[config.mk]
export PLATFORM = sky130hd
export DESIGN_NAME = bbx_exec_unit
export DESIGN_NICKNAME = d
export VERILOG_FILES = /design/src/shared/bbx_pkg.sv /design/src/hw/bbx_file_ram.sv /design/src/hw/bbx_alu.sv /design/src/hw/bbx_exec_unit.sv
export SDC_FILE = /design/constraint.sdc
export NUM_CORES = 1
export LEC_CHECK = 0
export BUFFER_PORTS_ARGS = -buffer_cell sky130_fd_sc_hd__buf_2
export CELL_PAD_IN_SITES_DETAIL_PLACEMENT = 0
export CELL_PAD_IN_SITES_GLOBAL_PLACEMENT = 1
export CORE_AREA = 4 4 348 350
export DETAILED_ROUTE_END_ITERATION = 8
export DIE_AREA = 0 0 352 354
export PLACE_DENSITY = 0.71
export SYNTH_ARGS = -nofsm -noshare
export SYNTH_HDL_FRONTEND = slang
export SYNTH_SLANG_ARGS = --single-unit
[constraint.sdc]
create_clock -name sys_clk -period 10.6 [get_ports sys_clk]
set_input_delay 2.12 -clock sys_clk [delete_from_list [all_inputs] [get_ports sys_clk]]
set_output_delay 2.12 -clock sys_clk [all_outputs]
set_load 0.05 [all_outputs]
[src/shared/bbx_pkg.sv]
// Summary of operation
// - Read-modify-write of the I/O port register takes its source from the pins.
// - Writing the timer count register clears the prescaler when assigned to it.
// - Program-counter change or true test costs a second cycle run as no-op.
// - Add literal adds 8-bit immediate to W, result to W, updates C, digit carry, Z.
// - Bit clear forces chosen bit of file register to zero, flags untouched.
// - Add register sums W and file register, updates C, digit carry, Z, result by destination.
// - Bit set forces chosen bit of file register to one, flags untouched.
// - AND literal ands W with immediate, result to W, updates only Z.
// - Test-skip-if-clear: bit one runs next normally, bit zero turns it into no-op.
// - AND register ands W with file register, updates only Z, result by destination.
// - Destination bit 0 sends result to W, 1 sends it to the file register.
//
// Purpose: shared constants and types of the byte/bit/literal execute unit
// Assumes: 14-bit instruction words, 7-bit file address
// Notes: software registers sit on APB at the byte offsets below
`default_nettype none
package bbx_pkg;
	localparam int DATA_W = 8;
	localparam int ADDR_W = 7;
	localparam int INSN_W = 14;
	// Opcode patterns taken from the top bits of the word
	localparam logic [5:0] OPC_ADD_REG = 6'h07;
	localparam logic [5:0] OPC_AND_REG = 6'h05;
	localparam logic [5:0] OPC_AND_LIT = 6'h39;
	localparam logic [4:0] OPC_ADD_LIT = 5'h1f;
	localparam logic [3:0] OPC_BIT_CLR = 4'h4;
	localparam logic [3:0] OPC_BIT_SET = 4'h5;
	localparam logic [3:0] OPC_BIT_TST = 4'h6;
	// Field positions
	localparam int DEST_POS = 7;
	localparam int BIT_LSB = 7;
	// File addresses with side effects
	localparam logic [6:0] TIMER_ADDR = 7'h01;
	localparam logic [6:0] PCL_ADDR = 7'h02;
	localparam logic [6:0] PORT_ADDR = 7'h05;
	// APB byte offsets
	localparam logic [7:0] CTRL_OFS = 8'h00;
	localparam logic [7:0] WREG_OFS = 8'h04;
	localparam logic [7:0] FLAGS_OFS = 8'h08;
	localparam logic [7:0] PRESC_OFS = 8'h0c;
	localparam logic [7:0] STATE_OFS = 8'h10;
	// Flag bit positions
	localparam int C_POS = 0;
	localparam int DCARRY_POS = 1;
	localparam int Z_POS = 2;
	localparam int PRESC_W = 8;
	typedef enum logic [2:0] {
		NONE_OP, ADD_LITERAL_OP, AND_LITERAL_OP, ADD_REGISTER_OP,
		AND_REGISTER_OP, BIT_CLEAR_OP, BIT_SET_OP, TEST_SKIP_IF_CLEAR_OP
	} bbx_op_t;
	typedef enum logic {EXEC_ST, NOP_ST} bbx_state_t;
endpackage
`default_nettype wire

[src/hw/bbx_file_ram.sv]
// Purpose: general file register storage
// Assumes: read is combinational so the next instruction sees fresh data
// Notes: no reset on contents, like ordinary data memory
`default_nettype none
module bbx_file_ram #(
	parameter int DEPTH = 128,
	parameter int WIDTH = 8,
	parameter int AW = 7
) (
	input wire logic sys_clk,
	input wire logic wrEn,
	input wire logic [AW-1:0] wrAddr,
	input wire logic [WIDTH-1:0] wrData,
	input wire logic [AW-1:0] rdAddr,
	output logic [WIDTH-1:0] rdData
);
	logic [WIDTH-1:0] mem [DEPTH];

	// Write at the edge that closes the instruction cycle
	always_ff @(posedge sys_clk) begin
		if (wrEn) begin
			mem[wrAddr] <= wrData;
		end
	end

	assign rdData = mem[rdAddr];
endmodule
`default_nettype wire

[src/hw/bbx_alu.sv]
// Purpose: combinational arithmetic and bit logic of the execute unit
// Assumes: operands already selected by the caller
// Notes: flags are computed for every op; caller decides which to keep
`default_nettype none
module bbx_alu
	import bbx_pkg::*;
(
	input wire bbx_pkg::bbx_op_t op,
	input wire logic [bbx_pkg::DATA_W-1:0] wVal,
	input wire logic [bbx_pkg::DATA_W-1:0] srcVal,
	input wire logic [bbx_pkg::DATA_W-1:0] literal,
	input wire logic [2:0] bitSel,
	output logic [bbx_pkg::DATA_W-1:0] result,
	output logic carry,
	output logic digitCarry,
	output logic zero,
	output logic testTrue
);
	logic [DATA_W:0] sum;
	logic [4:0] lowSum;
	logic [DATA_W-1:0] addend;
	logic [DATA_W-1:0] mask;

	// Literal ops use the immediate, register ops the file value
	always_comb begin
		addend = (op == ADD_LITERAL_OP || op == AND_LITERAL_OP) ? literal : srcVal;
		mask = 8'h01 << bitSel;
		sum = {1'b0, wVal} + {1'b0, addend};
		lowSum = {1'b0, wVal[3:0]} + {1'b0, addend[3:0]};
		case (op)
			ADD_LITERAL_OP, ADD_REGISTER_OP: result = sum[DATA_W-1:0];
			AND_LITERAL_OP, AND_REGISTER_OP: result = wVal & addend;
			BIT_CLEAR_OP: result = srcVal & ~mask;
			BIT_SET_OP: result = srcVal | mask;
			default: result = srcVal;
		endcase
		carry = sum[DATA_W];
		digitCarry = lowSum[4];
		zero = (result == 8'h00);
		testTrue = ~srcVal[bitSel];
	end
endmodule
`default_nettype wire

[src/hw/bbx_exec_unit.sv]
// Purpose: execute stage for add/AND literal and register ops and bit ops
// Assumes: instrWord valid with instrValid; pins synchronous to sys_clk
// Notes: APB slave with zero wait states; unmapped offsets answer pslverr
//   read data is sampled in the setup cycle, so a same-cycle instruction is not seen
//   instruction writes to W and flags win over a same-edge bus write
//   the timer count itself is plain file storage; only its prescaler is modelled
`default_nettype none
module bbx_exec_unit
	import bbx_pkg::*;
(
	input wire logic sys_clk,
	input wire logic reset,
	input wire logic [7:0] paddr,
	input wire logic psel,
	input wire logic penable,
	input wire logic pwrite,
	input wire logic [31:0] pwdata,
	output logic [31:0] prdata,
	output logic pready,
	output logic pslverr,
	input wire logic instrValid,
	input wire logic [bbx_pkg::INSN_W-1:0] instrWord,
	input wire logic [bbx_pkg::DATA_W-1:0] portPins,
	output logic [bbx_pkg::DATA_W-1:0] portLatch,
	output logic nopCycle,
	output logic pcWritten
);
	// Decoded fields and datapath nets
	bbx_op_t op;
	bbx_state_t state_reg;
	logic [ADDR_W-1:0] fAddr;
	logic dest;
	logic [2:0] bitSel;
	logic [DATA_W-1:0] literal;
	logic [DATA_W-1:0] ramData;
	logic [DATA_W-1:0] srcVal;
	logic [DATA_W-1:0] aluResult;
	logic aluC;
	logic aluDcarry;
	logic aluZ;
	logic testTrue;
	logic exec;
	logic writesFile;
	logic writesW;
	logic twoCycle;
	logic timerHit;
	// Architectural state and bus side registers
	logic [DATA_W-1:0] w_reg;
	logic carry_reg;
	logic dcarry_reg;
	logic zero_reg;
	logic prescAssign_reg;
	logic [PRESC_W-1:0] presc_reg;
	logic [DATA_W-1:0] portLatch_reg;
	logic nop_reg;
	logic pcw_reg;
	logic [31:0] prdata_reg;
	logic pready_reg;
	logic pslverr_reg;
	logic apbWr;

	// Opcode decode; everything outside this subset executes as a no-op
	always_comb begin
		fAddr = instrWord[ADDR_W-1:0];
		dest = instrWord[DEST_POS];
		bitSel = instrWord[BIT_LSB+2:BIT_LSB];
		literal = instrWord[DATA_W-1:0];
		if (instrWord[INSN_W-1 -: $bits(OPC_ADD_LIT)] == OPC_ADD_LIT) begin
			op = ADD_LITERAL_OP;
		end else if (instrWord[INSN_W-1 -: $bits(OPC_AND_LIT)] == OPC_AND_LIT) begin
			op = AND_LITERAL_OP;
		end else if (instrWord[INSN_W-1 -: $bits(OPC_ADD_REG)] == OPC_ADD_REG) begin
			op = ADD_REGISTER_OP;
		end else if (instrWord[INSN_W-1 -: $bits(OPC_AND_REG)] == OPC_AND_REG) begin
			op = AND_REGISTER_OP;
		end else if (instrWord[INSN_W-1 -: $bits(OPC_BIT_CLR)] == OPC_BIT_CLR) begin
			op = BIT_CLEAR_OP;
		end else if (instrWord[INSN_W-1 -: $bits(OPC_BIT_SET)] == OPC_BIT_SET) begin
			op = BIT_SET_OP;
		end else if (instrWord[INSN_W-1 -: $bits(OPC_BIT_TST)] == OPC_BIT_TST) begin
			op = TEST_SKIP_IF_CLEAR_OP;
		end else begin
			op = NONE_OP;
		end
	end

	// Port register reads the pins, not the latch, so inputs driven low read low
	assign srcVal = (fAddr == PORT_ADDR) ? portPins : ramData;

	bbx_file_ram #(.DEPTH(1 << ADDR_W), .WIDTH(DATA_W), .AW(ADDR_W)) fileRam (
		.sys_clk(sys_clk),
		.wrEn(writesFile),
		.wrAddr(fAddr),
		.wrData(aluResult),
		.rdAddr(fAddr),
		.rdData(ramData)
	);

	bbx_alu alu (
		.op(op),
		.wVal(w_reg),
		.srcVal(srcVal),
		.literal(literal),
		.bitSel(bitSel),
		.result(aluResult),
		.carry(aluC),
		.digitCarry(aluDcarry),
		.zero(aluZ),
		.testTrue(testTrue)
	);

	// The second cycle of a two-cycle op swallows whatever is offered
	assign exec = instrValid && (state_reg == EXEC_ST);
	assign writesFile = exec && ((dest && (op == ADD_REGISTER_OP || op == AND_REGISTER_OP))
		|| op == BIT_CLEAR_OP || op == BIT_SET_OP);
	assign writesW = exec && (op == ADD_LITERAL_OP || op == AND_LITERAL_OP
		|| (!dest && (op == ADD_REGISTER_OP || op == AND_REGISTER_OP)));
	assign twoCycle = exec && ((op == TEST_SKIP_IF_CLEAR_OP && testTrue)
		|| (writesFile && fAddr == PCL_ADDR));
	assign timerHit = writesFile && fAddr == TIMER_ADDR;
	assign apbWr = psel && penable && pready_reg && pwrite;

	// Cycle sequencing: one no-op cycle after a taken skip or PC write
	always_ff @(posedge sys_clk) begin
		if (reset) begin
			state_reg <= EXEC_ST;
		end else if (twoCycle) begin
			state_reg <= NOP_ST;
		end else begin
			state_reg <= EXEC_ST;
		end
	end

	// Working register; the instruction wins over a same-cycle APB write
	always_ff @(posedge sys_clk) begin
		if (reset) begin
			w_reg <= 8'h00;
		end else if (writesW) begin
			w_reg <= aluResult;
		end else if (apbWr && paddr == WREG_OFS) begin
			w_reg <= pwdata[DATA_W-1:0];
		end
	end

	// Flags: adds touch all three; ANDs only Z; bit ops none
	always_ff @(posedge sys_clk) begin
		if (reset) begin
			carry_reg <= 1'b0;
			dcarry_reg <= 1'b0;
			zero_reg <= 1'b0;
		end else if (exec && (op == ADD_LITERAL_OP || op == ADD_REGISTER_OP)) begin
			carry_reg <= aluC;
			dcarry_reg <= aluDcarry;
			zero_reg <= aluZ;
		end else if (exec && (op == AND_LITERAL_OP || op == AND_REGISTER_OP)) begin
			zero_reg <= aluZ;
		end else if (apbWr && paddr == FLAGS_OFS) begin
			carry_reg <= pwdata[C_POS];
			dcarry_reg <= pwdata[DCARRY_POS];
			zero_reg <= pwdata[Z_POS];
		end
	end

	// Port output latch mirrors writes to the port address
	always_ff @(posedge sys_clk) begin
		if (reset) begin
			portLatch_reg <= 8'h00;
		end else if (writesFile && fAddr == PORT_ADDR) begin
			portLatch_reg <= aluResult;
		end
	end

	// Prescaler free-runs while assigned; timer writes restart it
	always_ff @(posedge sys_clk) begin
		if (reset) begin
			presc_reg <= '0;
		end else if (timerHit && prescAssign_reg) begin
			presc_reg <= '0;
		end else if (prescAssign_reg) begin
			presc_reg <= presc_reg + 1'b1;
		end
	end

	// Prescaler assignment is software's choice
	always_ff @(posedge sys_clk) begin
		if (reset) begin
			prescAssign_reg <= 1'b0;
		end else if (apbWr && paddr == CTRL_OFS) begin
			prescAssign_reg <= pwdata[0];
		end
	end

	// Status pulses toward the fetch side
	always_ff @(posedge sys_clk) begin
		if (reset) begin
			nop_reg <= 1'b0;
			pcw_reg <= 1'b0;
		end else begin
			nop_reg <= twoCycle;
			pcw_reg <= writesFile && fAddr == PCL_ADDR;
		end
	end

	// APB: answer in the first access cycle; read data sampled at setup
	always_ff @(posedge sys_clk) begin
		if (reset) begin
			pready_reg <= 1'b0;
			pslverr_reg <= 1'b0;
			prdata_reg <= 32'h0;
		end else begin
			pready_reg <= psel && !penable;
			pslverr_reg <= 1'b0;
			prdata_reg <= 32'h0;
			if (psel && !penable) begin
				if (paddr == CTRL_OFS) begin
					prdata_reg <= {31'h0, prescAssign_reg};
				end else if (paddr == WREG_OFS) begin
					prdata_reg <= {24'h0, w_reg};
				end else if (paddr == FLAGS_OFS) begin
					prdata_reg <= {29'h0, zero_reg, dcarry_reg, carry_reg};
				end else if (paddr == PRESC_OFS) begin
					prdata_reg <= {24'h0, presc_reg};
				end else if (paddr == STATE_OFS) begin
					prdata_reg <= {31'h0, state_reg == NOP_ST};
				end else begin
					pslverr_reg <= 1'b1;
				end
			end
		end
	end

	assign prdata = prdata_reg;
	assign pready = pready_reg;
	assign pslverr = pslverr_reg;
	assign portLatch = portLatch_reg;
	assign nopCycle = nop_reg;
	assign pcWritten = pcw_reg;
endmodule
`default_nettype wire

==> results of run 1 <==
-- layout make-up --
| type | instances | share of cell area |
|---|---|---|
| clock buffers | 136 | 0.0576 |
| diodes | 2 | 0.000103 |
| well taps | 1536 | 0.0394 |
| flip-flops and latches | 1064 | 0.647 |
| clock inverters | 55 | 0.00932 |
| inverters | 24 | 0.00190 |
| repair buffers | 152 | 0.0225 |
| multi-input cells | 1390 | 0.222 |
-- synthesized netlist by cell type, types with 39 or more instances --
cell / count
o221ai_1: 67
mux4_2: 84
mux2_2: 85
o22ai_1: 86
o21ai_0: 62
mux2i_1: 122
clkbuf_1: 89
nand2_1: 112
buf_2: 40
a21oi_1: 67
dfxtp_1: 40
nor2_1: 219
edfxtp_1: 1024
buf_4: 42
a221oi_1: 39
-- worst max-delay path, stage by stage --
cell and delay (ps):
buf_6 430, nand2b_1 710, buf_4 410, o221ai_1 300, a221oi_1 160, o41ai_1 540
nand4_1 430, o31ai_1 670, o21ai_0 210, ha_1 350, a21boi_0 150, o21a_1 200
o21a_1 190, o31a_1 290, o31ai_1 250, o211ai_1 250, inv_4 550, buf_12 350
-- where the power goes --
part | internal, mW | switching, mW | total, mW
Combinational | 0.182 | 0.580 | 0.762
Sequential | 4.78 | 0.00167 | 4.78
Clock | 2.01 | 1.58 | 3.59
Total | 6.97 | 2.16 | 9.13
-- stage by stage --
| stage | hold slack [ps] | worst slack [ps] | instances | utilization | instance area [um2] |
|---|---|---|---|---|---|
| floorplan | 479 | 418 | 2679 | - | 43400 |
| global placement | 444 | 1730 | 4166 | 0.386 | 45500 |
| detailed placement | 454 | 1700 | 4166 | 0.386 | 45500 |
| CTS | 462 | 2380 | 4357 | 0.414 | 48700 |
| global route | 487 | 1930 | 4357 | 0.414 | 48700 |
| finish | 459 | 2320 | 4359 | 0.414 | 48700 |
-- kinds of logic after synthesis --
| group | count (synthesis) | share of synthesized area |
|---|---|---|
| buf+inv | 225 | 0.0264 |
| flops | 1064 | 0.729 |
| fa+ha+maj | 10 | 0.00306 |
| mux | 291 | 0.0940 |
| compound gates | 542 | 0.0907 |
| simple gates | 514 | 0.0554 |
| other cells | 1 | 0.0000866 |
| xor+xnor | 9 | 0.00182 |
-- worst min path at each step --
stage | end | slack (ps)
finish | portLatch[0] | 460
global route | portLatch[0] | 490
CTS | portLatch[0] | 460
detailed placement | portLatch[0] | 450
global placement | portLatch[5] | 440
floorplan | presc_reg[7] | 480
-- metal layers --
| layer | up-vias | share of wire | GRT usage |
|---|---|---|---|
| met1 | 13400 | 0.40 | 0.275 |
| li1 | 10800 | - | - |
| met5 | - | 0 | 0 |
| met4 | 0 | 0.041 | 0.0787 |
| met2 | 1482 | 0.46 | 0.323 |
| met3 | 296 | 0.10 | 0.0454 |
==> impl_metrics.tcl, run 1 <==
set metrics [dict create \
    p_leak_nw 15.4 \
    grt_max_degree 131 \
    ctsResizeCount 0 \
    synth.distinct_cells 83 \
    globalplace.congestion 0.882 \
    reg2regPathDepth 20 \
    cts_setup_buffers 0 \
    crit_type "input pin to register" \
    required_ps 11060 \
    fin_skew_ps 47.1 \
    rsz0062_at_grt "false" \
    grt_pass1_wl_um 186000 \
    synthTopCellsByArea "edfxtp_1 71%, mux4_2 4.4%, mux2i_1 2.8%" \
    end_kind "register" \
    core_area_um2 118000 \
    fmax_ghz 0.121 \
    dieArea_um2 125000 \
    reg2reg_to "fileRam.mem[32][6]" \
    final_max_slew_viol_count 0 \
    synth-edff-count 1024 \
    r2r_slack_ps 4630 \
    ctsHoldBuffers 0 \
    numCtsBuffers 107 \
    ys_ff_latch 1064 \
    mostFrequentLayoutCell "edfxtp_1" \
    clk_latency_ps 700 \
    cts_max_level 3 \
    ys_warn_count 0 \
    drtIter0Drc 3194 \
    top_register "fileRam.mem" \
    ant_nets 0 \
    synthArstFlopShare 0 \
    layout_common_cells "1024 x edfxtp_1, 218 x nor2_1, 122 x mux2i_1, 112 x nand2_1, 108 x clkbuf_16" \
    num_vias 26000 \
    ir_drop_mv 0.134 \
    die_y_um 354 \
    synth_ff_type "edfxtp_1" \
    post-route-drc-count 0 \
    worst_pin_slew_ps 1150 \
    maxCapViolCount 0 \
    power.density_nw_per_um2 187 \
    grt_use_total 0.204 \
    hold_depth 2 \
    finalSetupViolations 0 \
    critPathMaxFanout 61 \
    critPathLaunchType "input pin" \
    cts_tree "done" \
    max-slew-margin-rel 0.227 \
    final.setup.tns_ps 0 \
    fin_nets 2817 \
    power_mw 9.13 \
    syn_inst 2656 \
    start_util 0.368 \
    cp-endpoint "fileRam.mem[32][6]" \
    hold_violations 0 \
    fillCellCount 10500 \
    grt_pass1_vias 24900 \
    synth.largest_area_cell "edfxtp_1" \
    seqCellArea_um2 31600 \
    dp_hpwl_um 79900 \
    avgSynthCellArea_um2 16.3 \
    io-pin-count 112 \
    core.rowCount 126 \
    rr_startpoint "fileRam.mem[112][0]" \
    synth_area_um2 43300 \
    startpoint "instrWord[2]" \
    synth_top_area_frac 0.710 \
    antenna_found_initial 1 \
    final.period_utilization 0.781 \
    die_w_um 352 \
    crit_arrival_ps 8750 \
    drt_pass1_iterations 6 \
    cts_sinks 1064 \
    largest_reg_flops 1024 \
    cts_root_buffer "clkbuf_16" \
    worstHoldStart "portLatch[0]" \
    wl_um 130000 \
    layout-drive-gt1-share 0.178 \
    period_minus_slack_ps 8280 \
    multi_input_area_um2 10800 \
    syn2layout_area_growth_pct 12.5 \
    seq_area_frac_synth 0.729 \
    portBuffers 63 \
    status "complete, no violations" \
    clock_path_buffers 3 \
    min_path_type "register to register" \
    gr-total-overflow 0 \
    drt-vias-per-instance 5.97 \
    wl_per_cell_um 29.9 \
    cts.reportedPaths.clkPinSlew_ps 60 \
]
No activity file was read; power rests on OpenSTA's default activity.
==> run 2, diff against run 1 <==
- PLACE_DENSITY: 0.71 -> 0.69
- clock period: 10.6 -> 8.65 ns (I/O delays scaled with it)
==> run 2 against run 1 <==
Compared with the run above: setup slack got worse by 1300 ps; die area is the same; via count grew 2.2%; sequential share of layout area is 1.1 points lower; critical path type unchanged; routed wire length is 2.9% higher; global-route usage up 0.52 points; hold slack about the same; first-iteration DRC count increased by 19%; power grew 27%; cell area rose by 1.8%.
==> impl_metrics.tcl, run 2 (synthesis results as in run 1) <==
set metrics [dict create \
    status "complete, no violations" \
    grt_pass1_vias 25900 \
    ant_nets 0 \
    wl_per_cell_um 30.3 \
    grt_pass1_wl_um 191000 \
    cts_tree "done" \
    drt-vias-per-instance 6.02 \
    portBuffers 63 \
    layout_common_cells "1024 x edfxtp_1, 218 x nor2_1, 122 x mux2i_1, 120 x buf_4, 112 x nand2_1" \
    crit_arrival_ps 8020 \
    end_kind "register" \
    drtIter0Drc 3811 \
    cts_sinks 1064 \
    grt_use_total 0.209 \
    power_mw 11.6 \
    worst_pin_slew_ps 1320 \
    globalplace.congestion 0.909 \
    fin_nets 2866 \
    largest_reg_flops 1024 \
    hold_violations 0 \
    syn2layout_area_growth_pct 14.6 \
    crit_type "input pin to register" \
    final.period_utilization 0.881 \
    final_util 0.421 \
    num_vias 26600 \
    wl_um 134000 \
    fin_skew_ps 39.6 \
    post-route-drc-count 0 \
    dp_hpwl_um 85700 \
    numCtsBuffers 107 \
    ctsHoldBuffers 0 \
    core_area_um2 118000 \
    start_util 0.368 \
    cts_root_buffer "clkbuf_16" \
    dieArea_um2 125000 \
    drt_pass1_iterations 6 \
    maxCapViolCount 0 \
    cts.reportedPaths.clkPinSlew_ps 60 \
    period_minus_slack_ps 7620 \
    gr-total-overflow 0 \
    die_w_um 352 \
    min_path_type "register to register" \
    placed_cell_area_um2 46000 \
    mostFrequentLayoutCell "edfxtp_1" \
    cts_max_level 3 \
    final_max_slew_viol_count 0 \
    grt_max_degree 131 \
    core.rowCount 126 \
    ir_drop_mv 0.163 \
    finalSetupViolations 0 \
    antenna_found_initial 8 \
    layout-drive-gt1-share 0.198 \
    power.density_nw_per_um2 234 \
    critPathMaxFanout 104 \
    final.setup.tns_ps 0 \
    required_ps 9050 \
    rsz0062_at_grt "false" \
    die_y_um 354 \
    clock_path_buffers 3 \
    io-pin-count 112 \
    cts_setup_buffers 0 \
    max-slew-margin-rel 0.122 \
    fin_area_um2 49600 \
    clk_latency_ps 700 \
    top_register "fileRam.mem" \
    fmax_ghz 0.131 \
    holdWs_ps 458 \
    critPathLaunchType "input pin" \
    ctsResizeCount 0 \
    p_leak_nw 15.9 \
]
run 2: final timing paths:
path	slack, ps	cells past startpoint	start	endpoint
max	1030	18	instrWord[1]	fileRam.mem[52][4]
max reg2reg	2930	17	fileRam.mem[0][2]	fileRam.mem[52][4]
min reg2reg	460	2	portLatch[4]	portLatch[4]
min	460	2	portLatch[4]	portLatch[4]
run 2: through the flow:
stage,std cells,setup WS [ps]
2_1_floorplan,2679,781
3_3_place_gp,4215,621
3_5_place_dp,4215,563
4_1_cts,4416,1270
5_1_grt,4416,866
6_report,4418,1030
run 2: critical path, stage by stage:
cell	delay, ps
clkbuf_8	310
nand2_1	880
o22ai_1	240
a2111oi_0	880
a21oi_1	170
a211oi_1	570
a221o_1	310
nor2_1	70
a21oi_1	160
ha_1	310
nor2b_1	150
o21ai_0	230
nand2_1	140
xnor2_1	140
o21ai_0	470
o21ai_0	280
a2bb2oi_4	380
buf_12	390
run 2: area by class of cell:
class / count / area, um2
diodes: 2 / 5.00
clock buffers: 136 / 2900
clock inverters: 65 / 729
fillers: 10300 / 68100
inverters: 24 / 92.6
multi-input cells: 1390 / 10800
flip-flops and latches: 1064 / 31600
well taps: 1536 / 1920
repair buffers: 201 / 1600
run 2: routing by layer:
metal / routed length (um) / up-vias / GRT usage
met5: 0 / - / 0
met4: 5160 / 0 / 0.0753
met3: 14500 / 303 / 0.0429
met2: 61900 / 1703 / 0.331
met1: 52300 / 13700 / 0.287
li1: - / 10900 / -
run 2: where the power goes:
group,internal [mW],switching (mW),leakage (nW)
logic,0.257,0.731,4.57
clock network,2.81,1.96,1.78
registers,5.85,0.00215,9.53
total,8.92,2.69,15.9
